<file path="src/mtr_pkg.sv">
// package for the multifunction terminal router
// assumes one 50 MHz clock and an ahb-lite register port
package mtr_pkg;

  // ***************************************************************
  // register map
  // ***************************************************************
  localparam logic [7:0]  REG_ROUTE_OFF  = 8'h8c;
  localparam logic [7:0]  REG_GEN_OFF    = 8'h88;
  localparam logic [31:0] ROUTE_RESET    = 32'h0000_1000;
  localparam logic [31:0] ROUTE_MASK     = 32'h0fff_ffff;
  localparam int          SEL_W          = 4;
  localparam int          PIN_N          = 7;
  localparam int          GEN_N          = 5;
  localparam int          GEN_STS_LSB    = 0;
  localparam int          GEN_EN_LSB     = 8;
  localparam int          GEN_IN_LSB     = 16;
  localparam int          GEN_OUT_LSB    = 24;

  // ***************************************************************
  // selector codes
  // ***************************************************************
  localparam logic [3:0] SEL_GEN_IN    = 4'h0;
  localparam logic [3:0] SEL_GEN_OUT   = 4'h1;
  localparam logic [3:0] SEL_LOCK      = 4'h2;
  localparam logic [3:0] SEL_IRQ3      = 4'h3;
  localparam logic [3:0] SEL_IRQ4      = 4'h4;
  localparam logic [3:0] SEL_IRQ5      = 4'h5;
  localparam logic [3:0] SEL_DBG_TX    = 4'h5;
  localparam logic [3:0] SEL_DBG_RX    = 4'h4;
  localparam logic [3:0] SEL_PWM       = 4'h8;
  localparam logic [3:0] SEL_IRQ9      = 4'h9;
  localparam logic [3:0] SEL_IRQ10     = 4'ha;
  localparam logic [3:0] SEL_IRQ11     = 4'hb;
  localparam logic [3:0] SEL_INTC      = 4'hb;
  localparam logic [3:0] SEL_HC_LED    = 4'hb;
  localparam logic [3:0] SEL_INTD      = 4'ha;
  localparam logic [3:0] SEL_LED_A     = 4'hc;
  localparam logic [3:0] SEL_RING      = 4'hc;
  localparam logic [3:0] SEL_SOCKET_LED   = 4'hd;
  localparam logic [3:0] SEL_TMUX      = 4'hd;
  localparam logic [3:0] SEL_EVENT     = 4'he;
  localparam logic [3:0] SEL_IRQ15     = 4'hf;
  localparam logic [3:0] SEL_IRQ7      = 4'hf;
  localparam logic [3:0] SEL_CLKRUN    = 4'h1;
  localparam logic [3:0] SEL_SERIRQ    = 4'h1;
  localparam logic [3:0] SEL_IRQ2      = 4'h2;

  // internal functions offered to the terminals
  typedef struct packed {
    logic [15:0] irq;
    logic        clkrun;
    logic        serial_interrupt;
    logic        pci_lock;
    logic        intc;
    logic        intd;
    logic        card_audio_pwm;
    logic        smartcard_debug_transmit;
    logic        socket_a_led;
    logic        socket_led;
    logic        host_controller_led;
    logic        ring_output;
    logic        test_multiplexer;
  } mtr_func_t;

  // per-terminal pad signals
  typedef struct packed {
    logic [PIN_N-1:0] o;
    logic [PIN_N-1:0] oe;
  } mtr_pad_t;

endpackage

</file>
<file path="src/mtr_router.sv">
// top of the multifunction terminal router
// assumes single ahb-lite master, pads resolved outside, 50 MHz hclk
`timescale 1ns/1ns
module mtr_router (
  input  wire logic               hclk,
  input  wire logic               hresetn,
  input  wire logic               global_reset_n,
  input  wire logic               hsel,
  input  wire logic [31:0]        haddr,
  input  wire logic [1:0]         htrans,
  input  wire logic               hwrite,
  input  wire logic [2:0]         hsize,
  input  wire logic [31:0]        hwdata,
  input  wire logic               hready,
  output logic                    hreadyout,
  output logic                    hresp,
  output logic [31:0]             hrdata,
  input  wire logic               eeprom_load,
  input  wire logic [31:0]        eeprom_data,
  input  wire mtr_pkg::mtr_func_t func_in,
  input  wire logic [6:0]         pad_i,
  output mtr_pkg::mtr_pad_t       pad,
  output logic                    smartcard_debug_receive,
  output logic                    event_output
);
  import mtr_pkg::*;

  // ***************************************************************
  // bus address phase capture
  // ***************************************************************
  logic       wr_pend;
  logic [7:0] wr_addr;
  logic [31:0] terminal_function_select;
  logic [GEN_N-1:0] gen_sts;
  logic [GEN_N-1:0] gen_en;
  logic [GEN_N-1:0] gen_out;
  logic [GEN_N-1:0] gen_in;
  logic [PIN_N-1:0] is_gen_in;
  logic [PIN_N-1:0] pin_gen_out;
  logic [PIN_N-1:0] s1;
  logic [PIN_N-1:0] s2;
  logic [PIN_N-1:0] s3;
  logic [GEN_N-1:0] gen_chg;
  logic [GEN_N-1:0] gen_active;
  logic             sts_clr_wr;
  logic [2:0]       sync_fill;

  // only 32-bit writes land; reads answer with zero wait states
  always_ff @(posedge hclk or negedge hresetn) begin
    if (!hresetn) begin
      wr_pend <= 1'b0;
      wr_addr <= 8'h00;
    end else if (hready) begin
      wr_pend <= hsel && htrans[1] && hwrite && (hsize == 3'b010);
      wr_addr <= haddr[7:0];
    end
  end

  assign hreadyout = 1'b1;
  assign hresp     = 1'b0;

  // read data is captured in the address phase, so it stands in the data phase
  always_ff @(posedge hclk or negedge hresetn) begin
    if (!hresetn) begin
      hrdata <= 32'h0000_0000;
    end else if (hready && hsel && htrans[1] && !hwrite) begin
      if (haddr[7:0] == REG_ROUTE_OFF) begin
        hrdata <= terminal_function_select & ROUTE_MASK;
      end else if (haddr[7:0] == REG_GEN_OFF) begin
        hrdata <= {3'b000, gen_out, 3'b000, gen_in, 3'b000, gen_en, 3'b000, gen_sts};
      end else begin
        hrdata <= 32'h0000_0000;
      end
    end
  end

  // ***************************************************************
  // routing register
  // ***************************************************************
  // only the global reset loads ROUTE_RESET into it; bus reset leaves the routing alone
  always_ff @(posedge hclk or negedge global_reset_n) begin
    if (!global_reset_n) begin
      terminal_function_select <= ROUTE_RESET;
    end else if (eeprom_load) begin
      terminal_function_select <= eeprom_data & ROUTE_MASK;
    end else if (wr_pend && wr_addr == REG_ROUTE_OFF) begin
      terminal_function_select <= hwdata & ROUTE_MASK;
    end
  end

  // ***************************************************************
  // general-purpose event block
  // ***************************************************************
  always_ff @(posedge hclk or negedge global_reset_n) begin
    if (!global_reset_n) begin
      gen_en  <= 5'h00;
      gen_out <= 5'h00;
    end else if (wr_pend && wr_addr == REG_GEN_OFF) begin
      gen_en  <= hwdata[GEN_EN_LSB +: GEN_N];
      gen_out <= hwdata[GEN_OUT_LSB +: GEN_N];
    end
  end

  // three-stage pad sync; first stage read only by the second
  always_ff @(posedge hclk or negedge hresetn) begin
    if (!hresetn) begin
      s1 <= 7'h00;
      s2 <= 7'h00;
      s3 <= 7'h00;
      sync_fill <= 3'h0;
    end else begin
      s1 <= pad_i;
      s2 <= s1;
      s3 <= s2;
      sync_fill <= {sync_fill[1:0], 1'b1};
    end
  end

  // inputs 0..4 sit on terminals 0,1,2,4,5
  assign gen_in     = {s3[5], s3[4], s3[2], s3[1], s3[0]};
  assign gen_active = {is_gen_in[5], is_gen_in[4], is_gen_in[2], is_gen_in[1], is_gen_in[0]};
  // no change counts until all three stages hold pad samples, else a bus
  // reset with a pin held high would fake an input event
  assign gen_chg    = {GEN_N{sync_fill[2]}} & gen_active
                      & ({s3[5], s3[4], s3[2], s3[1], s3[0]}
                      ^ {s2[5], s2[4], s2[2], s2[1], s2[0]});
  assign sts_clr_wr = wr_pend && wr_addr == REG_GEN_OFF;

  // write-one-to-clear, a fresh change wins over the clear
  always_ff @(posedge hclk or negedge global_reset_n) begin
    if (!global_reset_n) begin
      gen_sts <= 5'h00;
    end else begin
      gen_sts <= (gen_sts & ~(sts_clr_wr ? hwdata[GEN_STS_LSB +: GEN_N] : 5'h00))
                 | gen_chg;
    end
  end

  assign event_output = ~|(gen_sts & gen_en);
  assign pin_gen_out  = {1'b0, gen_out[4], gen_out[3], 1'b0, gen_out[2], 2'b00};

  // ***************************************************************
  // per-terminal routing
  // ***************************************************************
  for (genvar i = 0; i < PIN_N; i++) begin : g_pin
    mtr_pin_route #(.PIN(i)) u_route (
      .sel       (terminal_function_select[SEL_W*i +: SEL_W]),
      .fn        (func_in),
      .gen_out   (pin_gen_out[i]),
      .event_out (event_output),
      .pad_o     (pad.o[i]),
      .pad_oe    (pad.oe[i]),
      .is_gen_in (is_gen_in[i])
    );
  end

  // debug receive comes in on terminal 5 when selected
  always_ff @(posedge hclk or negedge hresetn) begin
    if (!hresetn) begin
      smartcard_debug_receive <= 1'b0;
    end else begin
      smartcard_debug_receive <= (terminal_function_select[23:20] == SEL_DBG_RX) & s3[5];
    end
  end

endmodule

</file>
<file path="src/mtr_pin_route.sv">
// one terminal's selector decode
// assumes function inputs are on the same clock
`timescale 1ns/1ns
module mtr_pin_route #(
  parameter int PIN = 0
) (
  input  wire logic [3:0]        sel,
  input  wire mtr_pkg::mtr_func_t fn,
  input  wire logic              gen_out,
  input  wire logic              event_out,
  output logic                   pad_o,
  output logic                   pad_oe,
  output logic                   is_gen_in
);
  import mtr_pkg::*;

  // ***************************************************************
  // decode
  // ***************************************************************
  always_comb begin
    pad_o     = 1'b0;
    pad_oe    = 1'b0;
    is_gen_in = 1'b0;
    if (PIN == 6 || PIN == 3) begin
      if (sel == SEL_CLKRUN) begin
        pad_o  = (PIN == 6) ? fn.clkrun : fn.serial_interrupt;
        pad_oe = 1'b1;
      end else if (sel != 4'h0) begin
        pad_o  = fn.irq[sel];
        pad_oe = 1'b1;
      end
    end else begin
      pad_oe = 1'b1;
      unique case (sel)
        SEL_GEN_IN: begin
          pad_oe    = 1'b0;
          is_gen_in = 1'b1;
        end
        SEL_GEN_OUT: begin
          if (PIN == 0 || PIN == 1) begin
            pad_oe = 1'b0;
          end else begin
            pad_o = gen_out;
          end
        end
        SEL_LOCK: begin
          if (PIN == 4) pad_o = fn.pci_lock;
          else pad_oe = 1'b0;
        end
        SEL_IRQ3: begin
          if (PIN >= 2) pad_o = fn.irq[3];
          else pad_oe = 1'b0;
        end
        SEL_IRQ4: begin
          if (PIN == 2 || PIN == 4) pad_o = fn.irq[4];
          else if (PIN == 5) pad_oe = 1'b0; // debug receive is an input
          else pad_oe = 1'b0;
        end
        SEL_IRQ5: begin
          if (PIN == 2 || PIN == 5) pad_o = fn.irq[5];
          else if (PIN == 4) pad_o = fn.smartcard_debug_transmit;
          else pad_oe = 1'b0;
        end
        SEL_PWM: begin
          pad_o = fn.card_audio_pwm;
          if (PIN == 1) pad_oe = 1'b0;
        end
        SEL_IRQ9: begin
          if (PIN == 0 || PIN == 4 || PIN == 5) pad_o = fn.irq[9];
          else pad_oe = 1'b0;
        end
        SEL_IRQ10: begin
          if (PIN == 0 || PIN == 2) pad_o = fn.irq[10];
          else if (PIN == 4) pad_o = fn.intd;
          else pad_oe = 1'b0;
        end
        SEL_IRQ11: begin
          if (PIN == 0) pad_o = fn.irq[11];
          else if (PIN == 2) pad_o = fn.intc;
          else if (PIN == 5) pad_o = fn.host_controller_led;
          else pad_oe = 1'b0;
        end
        SEL_LED_A: begin
          if (PIN == 2 || PIN == 4) pad_o = fn.ring_output;
          else pad_o = fn.socket_a_led;
        end
        SEL_SOCKET_LED: begin
          if (PIN == 4 || PIN == 5) pad_o = fn.socket_led;
          else if (PIN == 2) pad_o = fn.test_multiplexer;
          else pad_oe = 1'b0;
        end
        SEL_EVENT: pad_o = event_out;
        SEL_IRQ15: pad_o = (PIN == 2) ? fn.irq[7] : fn.irq[15];
        default: pad_oe = 1'b0;
      endcase
    end
  end

endmodule

</file>
<file path="config.mk">
export PLATFORM = sky130hd
export DESIGN_NAME = mtr_router
export DESIGN_NICKNAME = d
export VERILOG_FILES = /design/src/mtr_pkg.sv /design/src/mtr_router.sv /design/src/mtr_pin_route.sv
export SDC_FILE = /design/constraint.sdc
export NUM_CORES = 1
export LEC_CHECK = 0
export BUFFER_PORTS_ARGS = -buffer_cell sky130_fd_sc_hd__buf_4
export CORE_UTILIZATION = 49
export DETAILED_ROUTE_END_ITERATION = 16
export PLACE_DENSITY = 0.8
export SKIP_CTS_REPAIR_TIMING = 1
export SYNTH_ARGS = -nofsm -noshare
export SYNTH_HDL_FRONTEND = slang
export SYNTH_HIERARCHICAL = 1
export SYNTH_SLANG_ARGS = --single-unit
</file>
<file path="constraint.sdc">
create_clock -name hclk -period 2.8 [get_ports hclk]
set_input_delay 0.56 -clock hclk [delete_from_list [all_inputs] [get_ports hclk]]
set_output_delay 0.56 -clock hclk [all_outputs]
set_load 0.005 [all_outputs]
</file>
==> summary.md, run 1 <==
| Metric | Value |
|---|---|
| Slew HR | 0.4436 |
| Inst Count DP | 687 |
| Setup violations, final | 0 |
| HP Class | in2async |
| Htree depth | 3 |
| Core ar. | around 9900 µm² |
| Clock slew at reported path FFs | 0.10 ns |
| CTS max path bufs | 2 |
| PnR worst setup slack | roughly 0.16 ns |
| First drt pass iteration count | 4 |
| Layout area overhead | 26.46% |
| Antenna Diode Count | 0 |
| Critical Path AT | 2.08 ns |
| Rows | 36 |
| Max VDD drop | between 0.2 and 0.3 mV |
| Multi-input logic area | approximately 2300 µm² |
| Residual DRC count | 0 |
| Place WS | approximately 0.52 ns |
| Fmax | 378.1 MHz |
| Placer Congestion | 0.8782 |
| Via-to-Cell Ratio | slightly below 6 |
| Routed wire length | around 14000 µm |
| Clk_skew | just under 0.01 ns |
| Share of post-route cells with drive strength above 1 | 0.3614 |
| DP HPWL | between 9000 and 10000 µm |
| Number of DRC markers in iteration 0 | roughly 300 |
| Clk_lat worst skew | ~0.36 ns |
| Routed WL per cell | ~19 µm |
| First-pass GRT wire length | a little over 20000 µm |
| R2R Setup Slk | ~0.6 ns |
| CTS tree | done |
| Initial core utilization | 0.5115 |
| Vias | between 4k and 5k |
| Die Y | around 100 µm |
| R2R depth | 3 |
| FF+latch area | between 2000 and 3000 µm² |
| Die width | a little over 100 µm |
| Fin Setup TNS | 0 ns |
| Worst R2R Start | wr_addr[1] |
| Max-cap viol count | 0 |
| Synthesized area | a little over 5000 µm² |
| Critical Path Start Type | register |
| Port bufs | approximately 150 |
| Final #Nets | roughly 710 |
| Vias in the first global route | between 3k and 4k |
| GRT Util Overall | 0.2614 |
| Max Transition Viols Final | 0 |
| GRT overflow | 0 |
| Status | completed |
| Power, Total | 3.000 mW |
| Syn_area_per_cell | 11.85 µm² |
| CTS sink count | 100 |
| CP Capture Type | primary output |
| # fillers | around 770 |
| Mapped Cells | roughly 430 |
| Full die area | between 10000 and 15000 µm² |
| Cell at the root of the clock tree | clkbuf_8 |
| Leakage | 2.992 nW |
| Setup Crit Path Kind | reg2out |
| Tmin final | around 2.6 ns |
| Required time of the worst setup path | approximately 2.2 ns |
| Period utilization | 0.9445 |
| Final Hold Vio Count | 0 |
| Total placed instance area | 6201 µm² |
| Least-Margin Pin Slew | roughly 0.83 ns |
| RSZ-0062 raised after global routing | no |
| Pin count of the biggest net entering global routing | 58 |
| Worst r2r dst | terminal_function_select[6] |
| YS warnings | 6 |
| Power per Cell Area | 470.1 nW/µm² |
| Num CTS Buffers | 9 |
| Initial antenna violation count | 0 |
| Remaining antenna violation count | 0 |
| Top Ports | roughly 190 |
| Count of non-filler cells in the finished layout | 703 |
| Final instance area | between 6000 and 7000 µm² |
| Worst-path maximum fanout | 6 |
-- flip-flops by register name, indices dropped and copies added, names as in the netlist --
register,count
s3,5
hrdata,29
smartcard_debug_receive,1
wr_addr,8
gen_sts,5
s2,5
gen_en,5
sync_fill,3
terminal_function_select,28
s1,5
wr_pend,1
gen_out,5
-- area by class of cell --
class                   count  share of cell area
clock buffers              10             0.02000
repair buffers            158              0.1859
flip-flops and latches    100              0.3924
well taps                 133             0.02608
inverters                   9            0.005294
multi-input cells         288              0.3643
clock inverters             5            0.006078
-- how the worst max path moves through the flow --
| stage | startpoint | slack [ns] | endpoint |
|---|---|---|---|
| 5_1_grt | gen_sts[4] | 0.03 | pad[7] |
| 2_1_floorplan | gen_sts[4] | 0.54 | pad[7] |
| 6_report | gen_sts[4] | 0.16 | pad[7] |
| 3_5_place_dp | gen_sts[4] | 0.52 | pad[7] |
| 3_3_place_gp | gen_sts[4] | 0.52 | pad[7] |
| 4_1_cts | gen_sts[4] | 0.09 | pad[7] |
-- stage by stage --
| step | hold slack, ns | util |
|---|---|---|
| final | 0.1910 | 0.6469 |
| after global routing | 0.2216 | 0.6469 |
| after CTS | 0.1984 | 0.6455 |
| after detailed placement | 0.3448 | 0.6286 |
| after global placement | 0.3328 | 0.6286 |
| after floorplan | 0.2644 | - |
-- worst max-delay path, stage by stage (launching register included) --
cell,delay [ns]
dfrtp_1,0.41
a222oi_1,0.33
inv_1,0.09
a221oi_2,0.18
buf_4,0.18
mux2_1,0.13
nand3_1,0.07
a31oi_1,0.19
buf_4,0.14
-- routing by layer --
layer	vias up	share of wire	track usage	wire, µm
li1	1889	-	-	-
met1	2100	0.44	0.3494	5921
met2	162	0.49	0.4356	6647
met3	17	0.062	0.05914	841
met4	0	0.011	0.06067	155
met5	-	0	0	0
-- power by group --
group	switching (mW)	internal, mW	leakage [nW]
combinational	0.206	0.307	1.65
clock	0.488	0.325	0.0880
sequential	0.143	1.53	1.26
total	0.838	2.16	2.99
-- layout by cell type (no fill, tap or decap), drive strengths merged, types with 5 or more instances in the layout --
| cell type | n |
|---|---|
| and2 | 14 |
| nand2b | 20 |
| inv | 10 |
| mux2 | 19 |
| nand3b | 9 |
| xor2 | 5 |
| nand3 | 7 |
| nand4 | 6 |
| o221a | 14 |
| dfrtp | 99 |
| mux4 | 6 |
| conb | 6 |
| clkbuf | 10 |
| o21ai | 27 |
| a32o | 16 |
| a221o | 14 |
| a21oi | 9 |
| or4 | 5 |
| buf | 158 |
| nor4 | 6 |
| nand2 | 27 |
| mux2i | 42 |
No activity file was read; power rests on OpenSTA's default activity.
==> inputs of run 2 (changes only) <==
Settings changed: SETUP_SLACK_MARGIN from default to 0.5.
==> summary.md, run 2 (synthesized netlist as in run 1, its figures left out) <==
| Metric | Value |
|---|---|
| GRT Util Overall | 0.2614 |
| Flip-flop count of the largest register after layout | 29 |
| Final Hold Vio Count | 0 |
| Pin count of the biggest net entering global routing | between 50 and 60 |
| Fmax | 382.5 MHz |
| Count of non-filler cells in the finished layout | 709 |
| Busiest grt layer | met2 |
| Placer Congestion | just under 0.9 |
| Worst R2R Start | wr_addr[1] |
| Worst-path maximum fanout | 6 |
| Power per Cell Area | approximately 470 nW/µm² |
| Final #Nets | ~700 |
| Reg with most FFs | hrdata |
| Met1 GRT Util | 0.3494 |
| CP Capture Type | primary output |
| First-pass GRT wire length | just over 20000 µm |
| CTS sink count | 100 |
| Setup violations, final | 0 |
| Inst Count DP | between 600 and 700 |
| Routed WL per cell | just under 20 µm |
| Die width | between 100 and 150 µm |
| RSZ-0062 raised after global routing | yes |
| Vias in the first global route | between 3k and 4k |
| Rows | 36 |
| Residual DRC count | 0 |
| Critical Path Start | gen_sts[4] |
| CTS tree | done |
| Critical Path Start Type | register |
| Total placed instance area | between 6000 and 7000 µm² |
| Initial antenna violation count | 0 |
| Initial core utilization | 0.5115 |
| Required time of the worst setup path | ~2.2 ns |
| Status | completed |
| Die Y | between 100 and 150 µm |
| Htree depth | 3 |
| Period utilization | 0.9337 |
| Port bufs | 151 |
| Share of post-route cells with drive strength above 1 | 0.3785 |
| Via-to-Cell Ratio | between 5 and 6 |
| PnR worst setup slack | 0.1857 ns |
| Layout area overhead | 27.35% |
| Critical Path AT | between 2 and 2.5 ns |
| Clock slew at reported path FFs | roughly 0.090 ns |
| Met2 GRT Util | 0.4356 |
| Leakage | 3.008 nW |
| Vias | ~4.2k |
| Max-cap viol count | 0 |
| Tmin final | 2.614 ns |
| Remaining antenna violation count | 0 |
| Largest registers | hrdata (29), terminal_function_select (28), wr_addr (8) |
| Top Ports | between 150 and 200 |
| Cell at the root of the clock tree | clkbuf_8 |
| Antenna Diode Count | 0 |
| Commonest non-fill, non-tap cell in the layout | buf_4 |
| Fin Setup TNS | 0 ns |
| Slew HR | 0.4414 |
| Met3 Usage GRT | 0.05914 |
| Routed wire length | 13620 µm |
| Max Transition Viols Final | 0 |
| Least-Margin Pin Slew | ~0.84 ns |
| HP Class | in2async |
| Clk_lat worst skew | about 0.36 ns |
| R2R depth | 3 |
| DP HPWL | approximately 10000 µm |
| First drt pass iteration count | 4 |
| Most frequent cells in the layout | buf_4 (162), dfrtp_1 (98), mux2i_1 (42) |
| GRT overflow | 0 |
| Number of DRC markers in iteration 0 | around 300 |
| Clk_skew | between 0.009 and 0.01 ns |
| CTS max path bufs | 2 |
| Max VDD drop | 0.2841 mV |
| Setup Crit Path Kind | reg2out |
| Core ar. | 9864 µm² |
| Final instance area | about 6400 µm² |
| Num CTS Buffers | 9 |
| Place WS | approximately 0.52 ns |
| Full die area | around 11000 µm² |
| Power, Total | about 3.0 mW |
==> run 2: cell type report <==
class	instances	area [µm²]
clock buffer	10	127.6
clock inverter	5	38.79
fill	768	3438
inverter	9	33.78
multi-input combinational	288	2316
sequential	100	2505
tap	133	166.4
timing repair buffer	164	1239
==> run 2: worst max-delay path: stages, from the launching register on <==
cell	delay [ns]
dfrtp_1	0.39
a222oi_1	0.11
inv_1	0.08
a221oi_2	0.04
buf_4	0.16
mux2i_1	0.13
o32ai_1	0.09
or4_1	0.55
buf_4	0.16
==> run 2: metal layers <==
| metal | vias to the layer above | share of wire | wire, µm |
|---|---|---|---|
| li1 | 1896 | - | - |
| met1 | 2102 | 0.43 | 5906 |
| met2 | 158 | 0.49 | 6683 |
| met3 | 18 | 0.064 | 874 |
| met4 | 0 | 0.011 | 154 |
| met5 | - | 0 | 0 |
==> run 2: final timing paths <==
path	to	slack [ns]
worst max-delay path	pad[11]	0.19
worst min-delay path	terminal_function_select[25]	0.19
worst max register to register	terminal_function_select[6]	0.61
worst min register to register	s2[1]	0.36
max in group asynchronous	hrdata[20]	2.09
min in group hclk	s1[1]	0.30
==> run 2: power by group <==
part	leakage (nW)	total (mW)	internal (mW)	switching, mW
Clock	0.0880	0.810	0.325	0.485
Combinational	1.66	0.526	0.315	0.211
Sequential	1.26	1.67	1.53	0.144
==> run 2: stage by stage <==
| stage | utilization | hold WS [ns] |
|---|---|---|
| after CTS | 0.6455 | 0.1984 |
| after detailed placement | 0.6286 | 0.3448 |
| after floorplan | - | 0.2644 |
| after global routing | 0.6514 | 0.2216 |
| after global placement | 0.6286 | 0.3328 |
| final | 0.6514 | 0.1917 |
==> inputs of run 3 (changes only) <==
Settings changed: REMOVE_ABC_BUFFERS from default to 1, SETUP_SLACK_MARGIN 0.5 to default, SYNTH_HIERARCHICAL 1 to default.
==> summary.md, run 3 <==
| Metric | Value |
|---|---|
| Synth Register Bits | 100 |
| Critical Path Start Type | register |
| Critical Path Sink | pad[11] |
| First drt pass iteration count | 4 |
| Max Transition Viols Final | 0 |
| Routed wire length | ~14000 µm |
| Die Y | around 100 µm |
| Period utilization | 0.9649 |
| Initial core utilization | 0.5120 |
| Max-cap viol count | 0 |
| Top post-synthesis cells by area | dfrtp_1 (49%), mux2i_1 (8.1%), nand2_1 (6.3%) |
| Fin Setup TNS | 0 ns |
| Final hold slack | between 0.15 and 0.2 ns |
| Synthesized area | 5051 µm² |
| Placer Congestion | 0.9228 |
| Share of post-route cells with drive strength above 1 | 0.3481 |
| Sequential share of the synthesized area | 0.4957 |
| Layout area overhead | 25.39% |
| Clk_skew | a little over 0.009 ns |
| Slew HR | 0.4925 |
| Post-synth EDFFs | 0 |
| Worst-path maximum fanout | 3 |
| Worst R2R Start | wr_addr[1] |
| Pin count of the biggest net entering global routing | 58 |
| Place WS | roughly 0.47 ns |
| DR WL met2 | ~6500 µm |
| Critical Path AT | 2.14 ns |
| Least-Margin Pin Slew | 0.7612 ns |
| Tmin final | 2.702 ns |
| Inst Count DP | approximately 720 |
| CP Capture Type | primary output |
| Status | completed |
| CTS tree | done |
| YS warnings | 0 |
| Routed wl met3 | about 1200 µm |
| Final #Nets | 747 |
| Fmax | roughly 370 MHz |
| Synth cell count leaders | dfrtp_1 (99), nand2_1 (85), mux2i_1 (41), o21ai_0 (35), clkbuf_1 (30) |
| Leakage | between 3 and 4 nW |
| DP HPWL | ~9600 µm |
| Finished Core Util | 0.6421 |
| Antenna Diode Count | 0 |
| Number of DRC markers in iteration 0 | 310 |
| FF+latch area | around 2500 µm² |
| Most used DFF post-synth | dfrtp_1 |
| Full die area | approximately 11000 µm² |
| Max VDD drop | 0.2989 mV |
| CTS sink count | 100 |
| Multi-input logic area | approximately 2200 µm² |
| Via-to-Cell Ratio | ~5.7 |
| Core ar. | ~9900 µm² |
| Top layer in use | met4 |
| Residual DRC count | 0 |
| RSZ-0062 raised after global routing | no |
| Clk_lat worst skew | between 0.3 and 0.4 ns |
| Reg with most FFs | hrdata |
| Final Hold Vio Count | 0 |
| Top Ports | between 150 and 200 |
| Vias | 4201 |
| Num CTS Buffers | 9 |
| Required time of the worst setup path | 2.24 ns |
| WL met1 | 5581 µm |
| Count leader, synth | dfrtp_1 |
| First-pass GRT wire length | 22090 µm |
| CTS max path bufs | 2 |
| Critical Path Start | gen_en[4] |
| Routed WL per cell | approximately 18 µm |
| Top-area cell type share of the netlist area | 0.4905 |
| Count of non-filler cells in the finished layout | between 700 and 800 |
| Remaining antenna violation count | 0 |
| Port bufs | 151 |
| # fillers | between 700 and 800 |
| Area leader, netlist | dfrtp_1 |
| Setup Crit Path Kind | reg2out |
| GRT overflow | 0 |
| Most frequent cells in the layout | buf_4 (162), dfrtp_1 (99), nand2_1 (85) |
| HP Class | in2async |
| Flip-flop count of the largest register after layout | 29 |
| Commonest non-fill, non-tap cell in the layout | buf_4 |
| Power per Cell Area | between 400 and 500 nW/µm² |
| Mapped Cells | 480 |
| GRT Util Overall | 0.2608 |
| R2R Setup Slk | roughly 0.59 ns |
| R2R depth | 5 |
| Vias in the first global route | about 4.3k |
| Worst r2r dst | terminal_function_select[5] |
| Synth unique cells | between 50 and 60 |
| Clock slew at reported path FFs | 0.10 ns |
| Die width | roughly 100 µm |
| Asr flop ratio synth | 1.000 |
| Htree depth | 3 |
| Cell at the root of the clock tree | clkbuf_8 |
| Setup violations, final | 0 |
| Initial antenna violation count | 0 |
| Syn_area_per_cell | roughly 11 µm² |
| Largest registers | hrdata (29), terminal_function_select (28), wr_addr (8) |
| Rows | 36 |
| PnR worst setup slack | slightly below 0.1 ns |
## run 3: how the worst min path moves through the flow
stage / startpoint / to / slack (ns) / cells past startpoint
5_1_grt: global_reset_n / terminal_function_select[24] / 0.22 / 1
4_1_cts: global_reset_n / terminal_function_select[24] / 0.21 / 1
3_5_place_dp: s1[0] / s2[0] / 0.34 / 0
6_report: global_reset_n / terminal_function_select[24] / 0.19 / 1
3_3_place_gp: sync_fill[1] / sync_fill[2] / 0.33 / 0
2_1_floorplan: global_reset_n / gen_en[0] / 0.26 / 0
## run 3: layer usage
layer / global-route usage / up-vias
met5: 0 / -
met4: 0.08385 / 0
met3: 0.06734 / 25
met2: 0.4195 / 189
met1: 0.3458 / 2059
li1: - / 1928
## run 3: cell families after synthesis
kind of cell,after synthesis,synth area share
flops,100,0.4957
xor+xnor,5,0.008669
buf+inv,60,0.06391
compound gates,120,0.1543
mux,70,0.1637
other cells,2,0.001487
simple gates,123,0.1122
## run 3: metrics by stage
| step | instance area [µm²] | total power, mW |
|---|---|---|
| global route | 6334 | 3.140 |
| detailed placement | 6133 | 2.166 |
| global placement | 6133 | 2.145 |
| CTS | 6311 | 3.014 |
| floorplan | 4770 | 1.861 |
| finish | 6334 | 2.996 |
## run 3: cell type report
| cell class | count | area share |
|---|---|---|
| multi-input cells | 324 | 0.3542 |
| flip-flops and latches | 100 | 0.3953 |
| well taps | 133 | 0.02627 |
| inverters | 7 | 0.004149 |
| clock buffers | 12 | 0.02292 |
| repair buffers | 162 | 0.1920 |
| clock inverters | 4 | 0.005136 |
## run 3: critical path: stages (launching register included)
cell      delay (ns)
dfrtp_1         0.41
a222oi_1        0.12
nand2_1         0.14
inv_1           0.10
mux4_2          0.45
a311o_1         0.40
buf_4           0.16
## run 3: power breakdown
| part | internal, mW | switching (mW) |
|---|---|---|
| sequential | 1.53 | 0.114 |
| combinational | 0.291 | 0.214 |
| clock | 0.356 | 0.496 |
| total | 2.17 | 0.824 |
